**src/pkg/gcd_pkg.sv**
```systemverilog
package gcd_pkg;

  // register map, byte addresses on a 32-bit classic wishbone
  localparam int ADR_W = 4;
  localparam logic [ADR_W-1:0] CTRL_OFS = 4'h0;
  localparam logic [ADR_W-1:0] STATUS_OFS = 4'h4;

  // control fields
  localparam int CTRL_DIV_LSB = 0;
  localparam int CTRL_LEAF_LSB = 4;
  localparam int CTRL_HARD_BIT = 8;
  localparam int CTRL_STAGE_BIT = 9;
  localparam int CTRL_LCLR_BIT = 10;

  // status fields
  localparam int STAT_DIV_BIT = 0;
  localparam int STAT_LEAF_BIT = 1;
  localparam int STAT_GLOB_BIT = 2;
  localparam int STAT_EN_BIT = 3;
  localparam int STAT_CLR_BIT = 4;
  localparam int STAT_CNT_LSB = 8;
  localparam int STAT_LCNT_LSB = 12;

  // defaults: factor one, leaf factor one, synchronous enable, no staging, no leaf clear
  localparam logic [2:0] DIV_CODE_RST = 3'h0;
  localparam logic [1:0] LEAF_CODE_RST = 2'h0;
  localparam logic HARD_RST = 1'b0;
  localparam logic STAGE_RST = 1'b0;
  localparam logic LCLR_RST = 1'b0;

  // depth of the hard enable synchroniser and of the clear release synchroniser
  localparam int HARD_STAGES = 3;
  localparam int CLR_STAGES = 2;

  typedef struct packed {
    logic cyc;
    logic stb;
    logic we;
    logic [ADR_W-1:0] adr;
    logic [3:0] sel;
    logic [31:0] dat;
  } gcd_wb_req_s;

  typedef struct packed {
    logic ack;
    logic [31:0] dat;
  } gcd_wb_rsp_s;

endpackage : gcd_pkg

```
**src/verilog/gcd_clock_divider.sv**
```systemverilog
// Functional notes
// - pass-through output is the input registered once on clk_sys, never divided, gated or cleared.
// - leaf divider divides by a static one, two, four or eight.
// - leaf factor resets to one, so leaf output follows the input.
// - gated output stays zero while clear is high.
// - enabled and not cleared, gated output is input divided by factor.
// - enable is registered to clk_sys, no output glitch.
// - clear asserts asynchronously and releases synchronously.
// - gated divide factor is one to eight, default one.
// - after clear release output rises on the first input edge.
// - while clear is asserted the output stops toggling.
// - odd factor above one: high phase one input cycle shorter than low.
// - enable low freezes output at its present level.
// - enable high again resumes the counter where it stopped.
// - factor eight, stopped two cycles after rise: stays high, falls two later.
// - clear forces a high output low at once, low stays low.
// - factor eight: rise at next edge after release, fall four later.
// - enable mode defaults to the synchronous single register.
// - hard mode puts a three-stage synchroniser on the enable.
// - staging setting, default off, registers the enable first.
// - leaf clear setting, default off, lets clear drive leaf clear.
//
// Implementation choices: the address map and register access over Wishbone.
`timescale 1ns/10ps
`default_nettype none

module gcd_clock_divider
  import gcd_pkg::*;
#(
  parameter logic [2:0] DIV_CODE_DEFAULT = DIV_CODE_RST,
  parameter logic [1:0] LEAF_CODE_DEFAULT = LEAF_CODE_RST
) (
  // system
  input wire logic clk_sys,
  input wire logic reset,
  // register bus
  input wire gcd_pkg::gcd_wb_req_s wb_req,
  output gcd_pkg::gcd_wb_rsp_s wb_rsp,
  // clock path; clk_in and enable sampled on clk_sys, clear_input acts asynchronously
  input wire logic clk_in,
  input wire logic enable,
  input wire logic clear_input,
  // divided and buffered clocks
  output logic global_out,
  output logic leaf_out,
  output logic div_out
);
  import gcd_pkg::*;

  // control register
  logic [2:0] div_code_reg;
  logic [1:0] leaf_code_reg;
  logic hard_reg;
  logic stage_reg;
  logic lclr_reg;
  logic ack_reg;
  logic [31:0] rdat_reg;

  // clock path state
  logic in_q_reg;
  logic en_pre_reg;
  logic en_sync_reg;
  logic [HARD_STAGES-1:0] hs_reg;
  logic [CLR_STAGES-1:0] clr_sync_reg;
  logic [2:0] cnt_reg;
  logic [2:0] lcnt_reg;
  logic glob_reg;
  logic leaf_reg;
  logic div_reg;

  // decode and selection
  wire logic bus_req = wb_req.cyc && wb_req.stb && !ack_reg;
  wire logic hit_ctrl = wb_req.adr == CTRL_OFS;
  wire logic hit_stat = wb_req.adr == STATUS_OFS;
  wire logic wr_ctrl = bus_req && wb_req.we && hit_ctrl;
  wire logic in_rise = clk_in && !in_q_reg;
  wire logic en_in = stage_reg ? en_pre_reg : enable;
  wire logic en_eff = hard_reg ? hs_reg[HARD_STAGES-1] : en_sync_reg;
  wire logic clr_active = clr_sync_reg[CLR_STAGES-1];
  wire logic [3:0] factor = {1'b0, div_code_reg} + 4'h1;
  wire logic [3:0] half = factor >> 1;
  wire logic adv = in_rise && en_eff && !clr_active;
  wire logic [2:0] cnt_next = ({1'b0, cnt_reg} == factor - 4'h1) ? 3'h0 : cnt_reg + 3'h1;
  wire logic [3:0] lfactor = 4'h1 << leaf_code_reg;
  wire logic [3:0] lhalf = lfactor >> 1;
  // wrap on at-or-above so a count left by a larger leaf factor cannot run long
  wire logic [2:0] lcnt_next = ({1'b0, lcnt_reg} >= lfactor - 4'h1) ? 3'h0 : lcnt_reg + 3'h1;
  wire logic leaf_clear_n = !(lclr_reg && clear_input);

  logic [31:0] ctrl_view;
  logic [31:0] stat_view;
  logic [31:0] rdat_next;

  always_comb begin
    ctrl_view = 32'h0000_0000;
    ctrl_view[CTRL_DIV_LSB +: 3] = div_code_reg;
    ctrl_view[CTRL_LEAF_LSB +: 2] = leaf_code_reg;
    ctrl_view[CTRL_HARD_BIT] = hard_reg;
    ctrl_view[CTRL_STAGE_BIT] = stage_reg;
    ctrl_view[CTRL_LCLR_BIT] = lclr_reg;
    stat_view = 32'h0000_0000;
    stat_view[STAT_DIV_BIT] = div_reg;
    stat_view[STAT_LEAF_BIT] = leaf_reg;
    stat_view[STAT_GLOB_BIT] = glob_reg;
    stat_view[STAT_EN_BIT] = en_eff;
    stat_view[STAT_CLR_BIT] = clr_active;
    stat_view[STAT_CNT_LSB +: 3] = cnt_reg;
    stat_view[STAT_LCNT_LSB +: 3] = lcnt_reg;
  end

  assign rdat_next = hit_ctrl ? ctrl_view : (hit_stat ? stat_view : 32'h0000_0000);

  // wishbone slave: one wait state, unmapped reads zero and is still acked
  always_ff @(posedge clk_sys) begin
    if (reset) begin
      ack_reg <= 1'b0;
      rdat_reg <= 32'h0000_0000;
    end else begin
      ack_reg <= bus_req;
      rdat_reg <= rdat_next;
    end
  end

  assign wb_rsp.ack = ack_reg;
  assign wb_rsp.dat = rdat_reg;

  // divide factors should only be changed while clear is held
  always_ff @(posedge clk_sys) begin
    if (reset) begin
      div_code_reg <= DIV_CODE_DEFAULT;
      leaf_code_reg <= LEAF_CODE_DEFAULT;
      hard_reg <= HARD_RST;
      stage_reg <= STAGE_RST;
      lclr_reg <= LCLR_RST;
    end else if (wr_ctrl) begin
      if (wb_req.sel[0]) begin
        div_code_reg <= wb_req.dat[CTRL_DIV_LSB +: 3];
        leaf_code_reg <= wb_req.dat[CTRL_LEAF_LSB +: 2];
      end
      if (wb_req.sel[1]) begin
        hard_reg <= wb_req.dat[CTRL_HARD_BIT];
        stage_reg <= wb_req.dat[CTRL_STAGE_BIT];
        lclr_reg <= wb_req.dat[CTRL_LCLR_BIT];
      end
    end
  end

  // enable path and input sampling
  always_ff @(posedge clk_sys) begin
    if (reset) begin
      in_q_reg <= 1'b0;
      en_pre_reg <= 1'b0;
      en_sync_reg <= 1'b0;
      hs_reg <= '0;
      glob_reg <= 1'b0;
    end else begin
      in_q_reg <= clk_in;
      en_pre_reg <= enable;
      en_sync_reg <= en_in;
      hs_reg <= {hs_reg[HARD_STAGES-2:0], en_in};
      glob_reg <= clk_in;
    end
  end

  // clear: set at once by the pin, released through two registers
  always_ff @(posedge clk_sys or posedge clear_input) begin
    if (clear_input) begin
      clr_sync_reg <= '1;
    end else if (reset) begin
      clr_sync_reg <= '1;
    end else begin
      clr_sync_reg <= {clr_sync_reg[CLR_STAGES-2:0], 1'b0};
    end
  end

  // gated divider; the counter and level freeze whenever enable is low and clear is inactive
  always_ff @(posedge clk_sys or posedge clear_input) begin
    if (clear_input) begin
      cnt_reg <= 3'h0;
      div_reg <= 1'b0;
    end else if (reset || clr_active) begin
      cnt_reg <= 3'h0;
      div_reg <= 1'b0;
    end else if (factor == 4'h1) begin
      if (en_eff) begin
        div_reg <= clk_in;
      end
    end else if (adv) begin
      div_reg <= ({1'b0, cnt_reg} < half);
      cnt_reg <= cnt_next;
    end
  end

  // leaf divider, free running apart from its optional clear
  always_ff @(posedge clk_sys or negedge leaf_clear_n) begin
    if (!leaf_clear_n) begin
      lcnt_reg <= 3'h0;
      leaf_reg <= 1'b0;
    end else if (reset) begin
      lcnt_reg <= 3'h0;
      leaf_reg <= 1'b0;
    end else if (lfactor == 4'h1) begin
      leaf_reg <= clk_in;
    end else if (in_rise) begin
      leaf_reg <= ({1'b0, lcnt_reg} < lhalf);
      lcnt_reg <= lcnt_next;
    end
  end

  assign global_out = glob_reg;
  assign leaf_out = leaf_reg;
  assign div_out = div_reg;
endmodule : gcd_clock_divider

`default_nettype wire

```
**config.mk**
```make
export PLATFORM = sky130hd
export DESIGN_NAME = gcd_clock_divider
export DESIGN_NICKNAME = d
export VERILOG_FILES = /design/src/pkg/gcd_pkg.sv /design/src/verilog/gcd_clock_divider.sv
export SDC_FILE = /design/constraint.sdc
export NUM_CORES = 1
export LEC_CHECK = 0
export BUFFER_PORTS_ARGS = -buffer_cell sky130_fd_sc_hd__buf_2
export CAP_MARGIN = 20
export CORE_MARGIN = 5
export CORE_UTILIZATION = 35
export CTS_CLUSTER_DIAMETER = 120
export DETAILED_ROUTE_END_ITERATION = 8
export HOLD_SLACK_MARGIN = 0.06
export SETUP_SLACK_MARGIN = 0.05
export SKIP_CTS_REPAIR_TIMING = 1
export SYNTH_ARGS = -nofsm -noshare
export SYNTH_HDL_FRONTEND = slang
export SYNTH_SLANG_ARGS = --single-unit
```
**constraint.sdc**
```tcl
create_clock -name clk_sys -period 1.47 [get_ports clk_sys]
set_input_delay 0.294 -clock clk_sys [delete_from_list [all_inputs] [get_ports clk_sys]]
set_output_delay 0.294 -clock clk_sys [all_outputs]
set_load 0.05 [all_outputs]
```
==> impl_metrics.json <==
{
  "antenna_found_initial": 0,
  "syn_area_per_cell_um2": 9.53,
  "cts-root-buf": "clkbuf_8",
  "ant_nets": 0,
  "largest_register_ffs": 12,
  "path_max_fanout": 5,
  "areaGrowthSynthToFinish_pct": 31.8,
  "synth_top_area_share_pct": 26.8,
  "core_area_mm2": 0.00544,
  "ioPinCount": 84,
  "synth-seq-area-share_pct": 39.8,
  "grt_pass1_vias": 1425,
  "n_fill_cell": 523,
  "min_path_type": "flop to asynchronous set/reset pin",
  "overflow": 0,
  "synthArstFlopShare_pct": 27.8,
  "wl_met1_um": 2010,
  "top_layer": "met4",
  "path_clk_slew_ns": 0.07,
  "intPower_uw": 1430,
  "num_rows": 27,
  "synthTopCellsByArea": "dfxtp_1 27%, dfrtp_1 10%, mux2i_1 8.8%",
  "drt_first_pass_iters": 3,
  "placed_area_mm2": 0.00231,
  "drt-vias-per-instance": 4.43,
  "ys_types": 45,
  "htree_levels": 2,
  "grt_pass1_wl_um": 6510,
  "multi_input_area_mm2": 0.00115,
  "dp_slack_ns": -0.240,
  "switching_share_pct": 26.6,
  "finalClockSkew_ns": 0.00296,
  "wl_met2_um": 1930,
  "finalMaxSlewViolations": 0,
  "die_area_mm2": 0.00715,
  "drv_cap": 0,
  "required_ns": 1.68,
  "combPwrFrac_pct": 12.5,
  "synth_ff_type": "dfxtp_1",
  "clock_latency_ns": 0.28,
  "start_util_pct": 35.7,
  "dr.first_iter.drc_count": 80,
  "power.density_mw_per_mm2": 761,
  "drt-wirelength-per-cell_um": 12.5,
  "synth_edf_count": 0,
  "crit_type": "flop to flop",
  "gp_congestion": 0.793,
  "cp-start-kind": "flop",
  "die_h_um": 84.5,
  "routed-via-count": 1510,
  "final_area_mm2": 0.00256,
  "clkPwrFrac_pct": 36.3,
  "seq_power_share_pct": 51.1,
  "status": "finished, violations left",
  "failed_checks": "setup timing",
  "post-route-drc-count": 0,
  "final_core_util_pct": 47.1,
  "syn_area_mm2": 0.00194,
  "timing.final.crit_share_pct": 115,
  "cts_buffer_depth": 2,
  "synth-seq-cells": 36,
  "setup_ws_ns": -0.215,
  "p_leak_uw": 0.00121,
  "numCtsBuffers": 5,
  "crit_arrival_ns": 1.89,
  "routed_wl_um": 4270,
  "synth_commonest_cells": "26 x dfxtp_1, 23 x nor2_1, 22 x buf_4",
  "rsz0062_at_grt": "yes",
  "end_kind": "flop",
  "yosysMostFrequentCell": "dfxtp_1",
  "postSynthCellCount": 204,
  "total_power_uw": 1950,
  "cts_sinks": 36,
  "p_switching_uw": 519,
  "grt_max_degree": 17,
  "met3WireLength_um": 296,
  "final-seq-area_um2": 785,
  "finalHoldViolations": 0,
  "synth_area_leader_cell": "dfxtp_1",
  "place_hpwl_um": 3270,
  "layout.nets": 328,
  "ys_warn_count": 0,
  "track_usage_pct": 11.2,
  "tritoncts": "yes",
  "portBuffers": 37,
  "fmax_mhz": 593,
  "setup_violations": 8,
  "n_antenna_cell": 0,
  "drive_above_1_share_pct": 40.5,
  "die_w_um": 84.5,
  "period_minus_slack_ns": 1.69,
  "ir_worst_vdd_mv": 0.356
}
-- power groups by stage --
| stage | registers (uW) | logic, uW | clock network (uW) |
|---|---|---|---|
| 6_report | 997 | 245 | 709 |
| 5_1_grt | 997 | 259 | 781 |
| 4_1_cts | 998 | 240 | 731 |
| 3_5_place_dp | 1020 | 240 | 0 |
| 3_3_place_gp | 1020 | 239 | 0 |
| 2_1_floorplan | 1030 | 209 | 0 |
-- worst max-delay path, cell delays in order, from the launching register on --
cell and delay [ns]:
dfxtp_4 0.38, ha_2 0.23, buf_4 0.13, nor2_1 0.04, o21bai_4 0.21, a2111oi_4 0.35, o22ai_1 0.13, a21oi_1 0.14
-- routing by layer --
layer | up-vias | global-route usage, %
met3 | 4 | 3.73
met2 | 48 | 16.9
met5 | - | 0
li1 | 775 | -
met1 | 683 | 15.2
met4 | 0 | 3.02
-- stage by stage --
stage | TNS (ns) | cells | hold WS (ns)
global placement | -1.76 | 329 | 0.155
floorplan | -0.721 | 223 | 0.0683
CTS | -1.56 | 337 | -0.0708
detailed placement | -2.01 | 329 | 0.162
finish | -1.23 | 341 | 0.158
global route | -1.80 | 341 | 0.189
-- area by class of cell --
class	count	area share (%)
Clock buffer	8	3.52
Inverter	13	2.00
Sequential cell	36	30.6
Multi-Input combinational cell	148	45.0
Tap cell	72	3.52
Timing Repair Buffer	64	15.4
-- kinds of logic (layout without fill, tap and decap cells) --
family	count (synthesis)	count (layout)	share of synthesized area (%)
muxes	19	19	9.91
adders and majority gates	12	12	7.72
other	1	20	0.193
xor gates and xnor gates	3	3	1.35
and+or+nand+nor	65	65	17.7
buffers and inverters	39	85	11.8
DFF	36	36	39.8
AOI/OAI and AO/OA	29	29	11.5
-- cells in the final DEF, fill, tap and decap left out, drive strengths merged, types with 3 or more instances in the layout --
| master | n |
|---|---|
| ha | 12 |
| clkbuf | 8 |
| dfxtp | 26 |
| nor2b | 5 |
| inv | 13 |
| or2 | 3 |
| o21ai | 5 |
| nor2 | 23 |
| buf | 63 |
| nand2 | 13 |
| mux2i | 17 |
| dfrtp | 8 |
| and3 | 4 |
| a21oi | 9 |
| conb | 20 |
| nand2b | 5 |
-- final timing paths --
kind,start,to,slack [ns],depth (start not counted)
min in group clk_sys,enable,en_pre_reg,0.24,2
min,lclr_reg,lcnt_reg[2],0.16,1
min reg2reg,lclr_reg,lcnt_reg[2],0.16,1
max,div_code_reg[0],cnt_reg[2],-0.22,7
max reg2reg,div_code_reg[0],cnt_reg[2],-0.22,7
max in group asynchronous,clear_input,clr_sync_reg[1],0.71,3
Power figures use the tool's default switching activity.
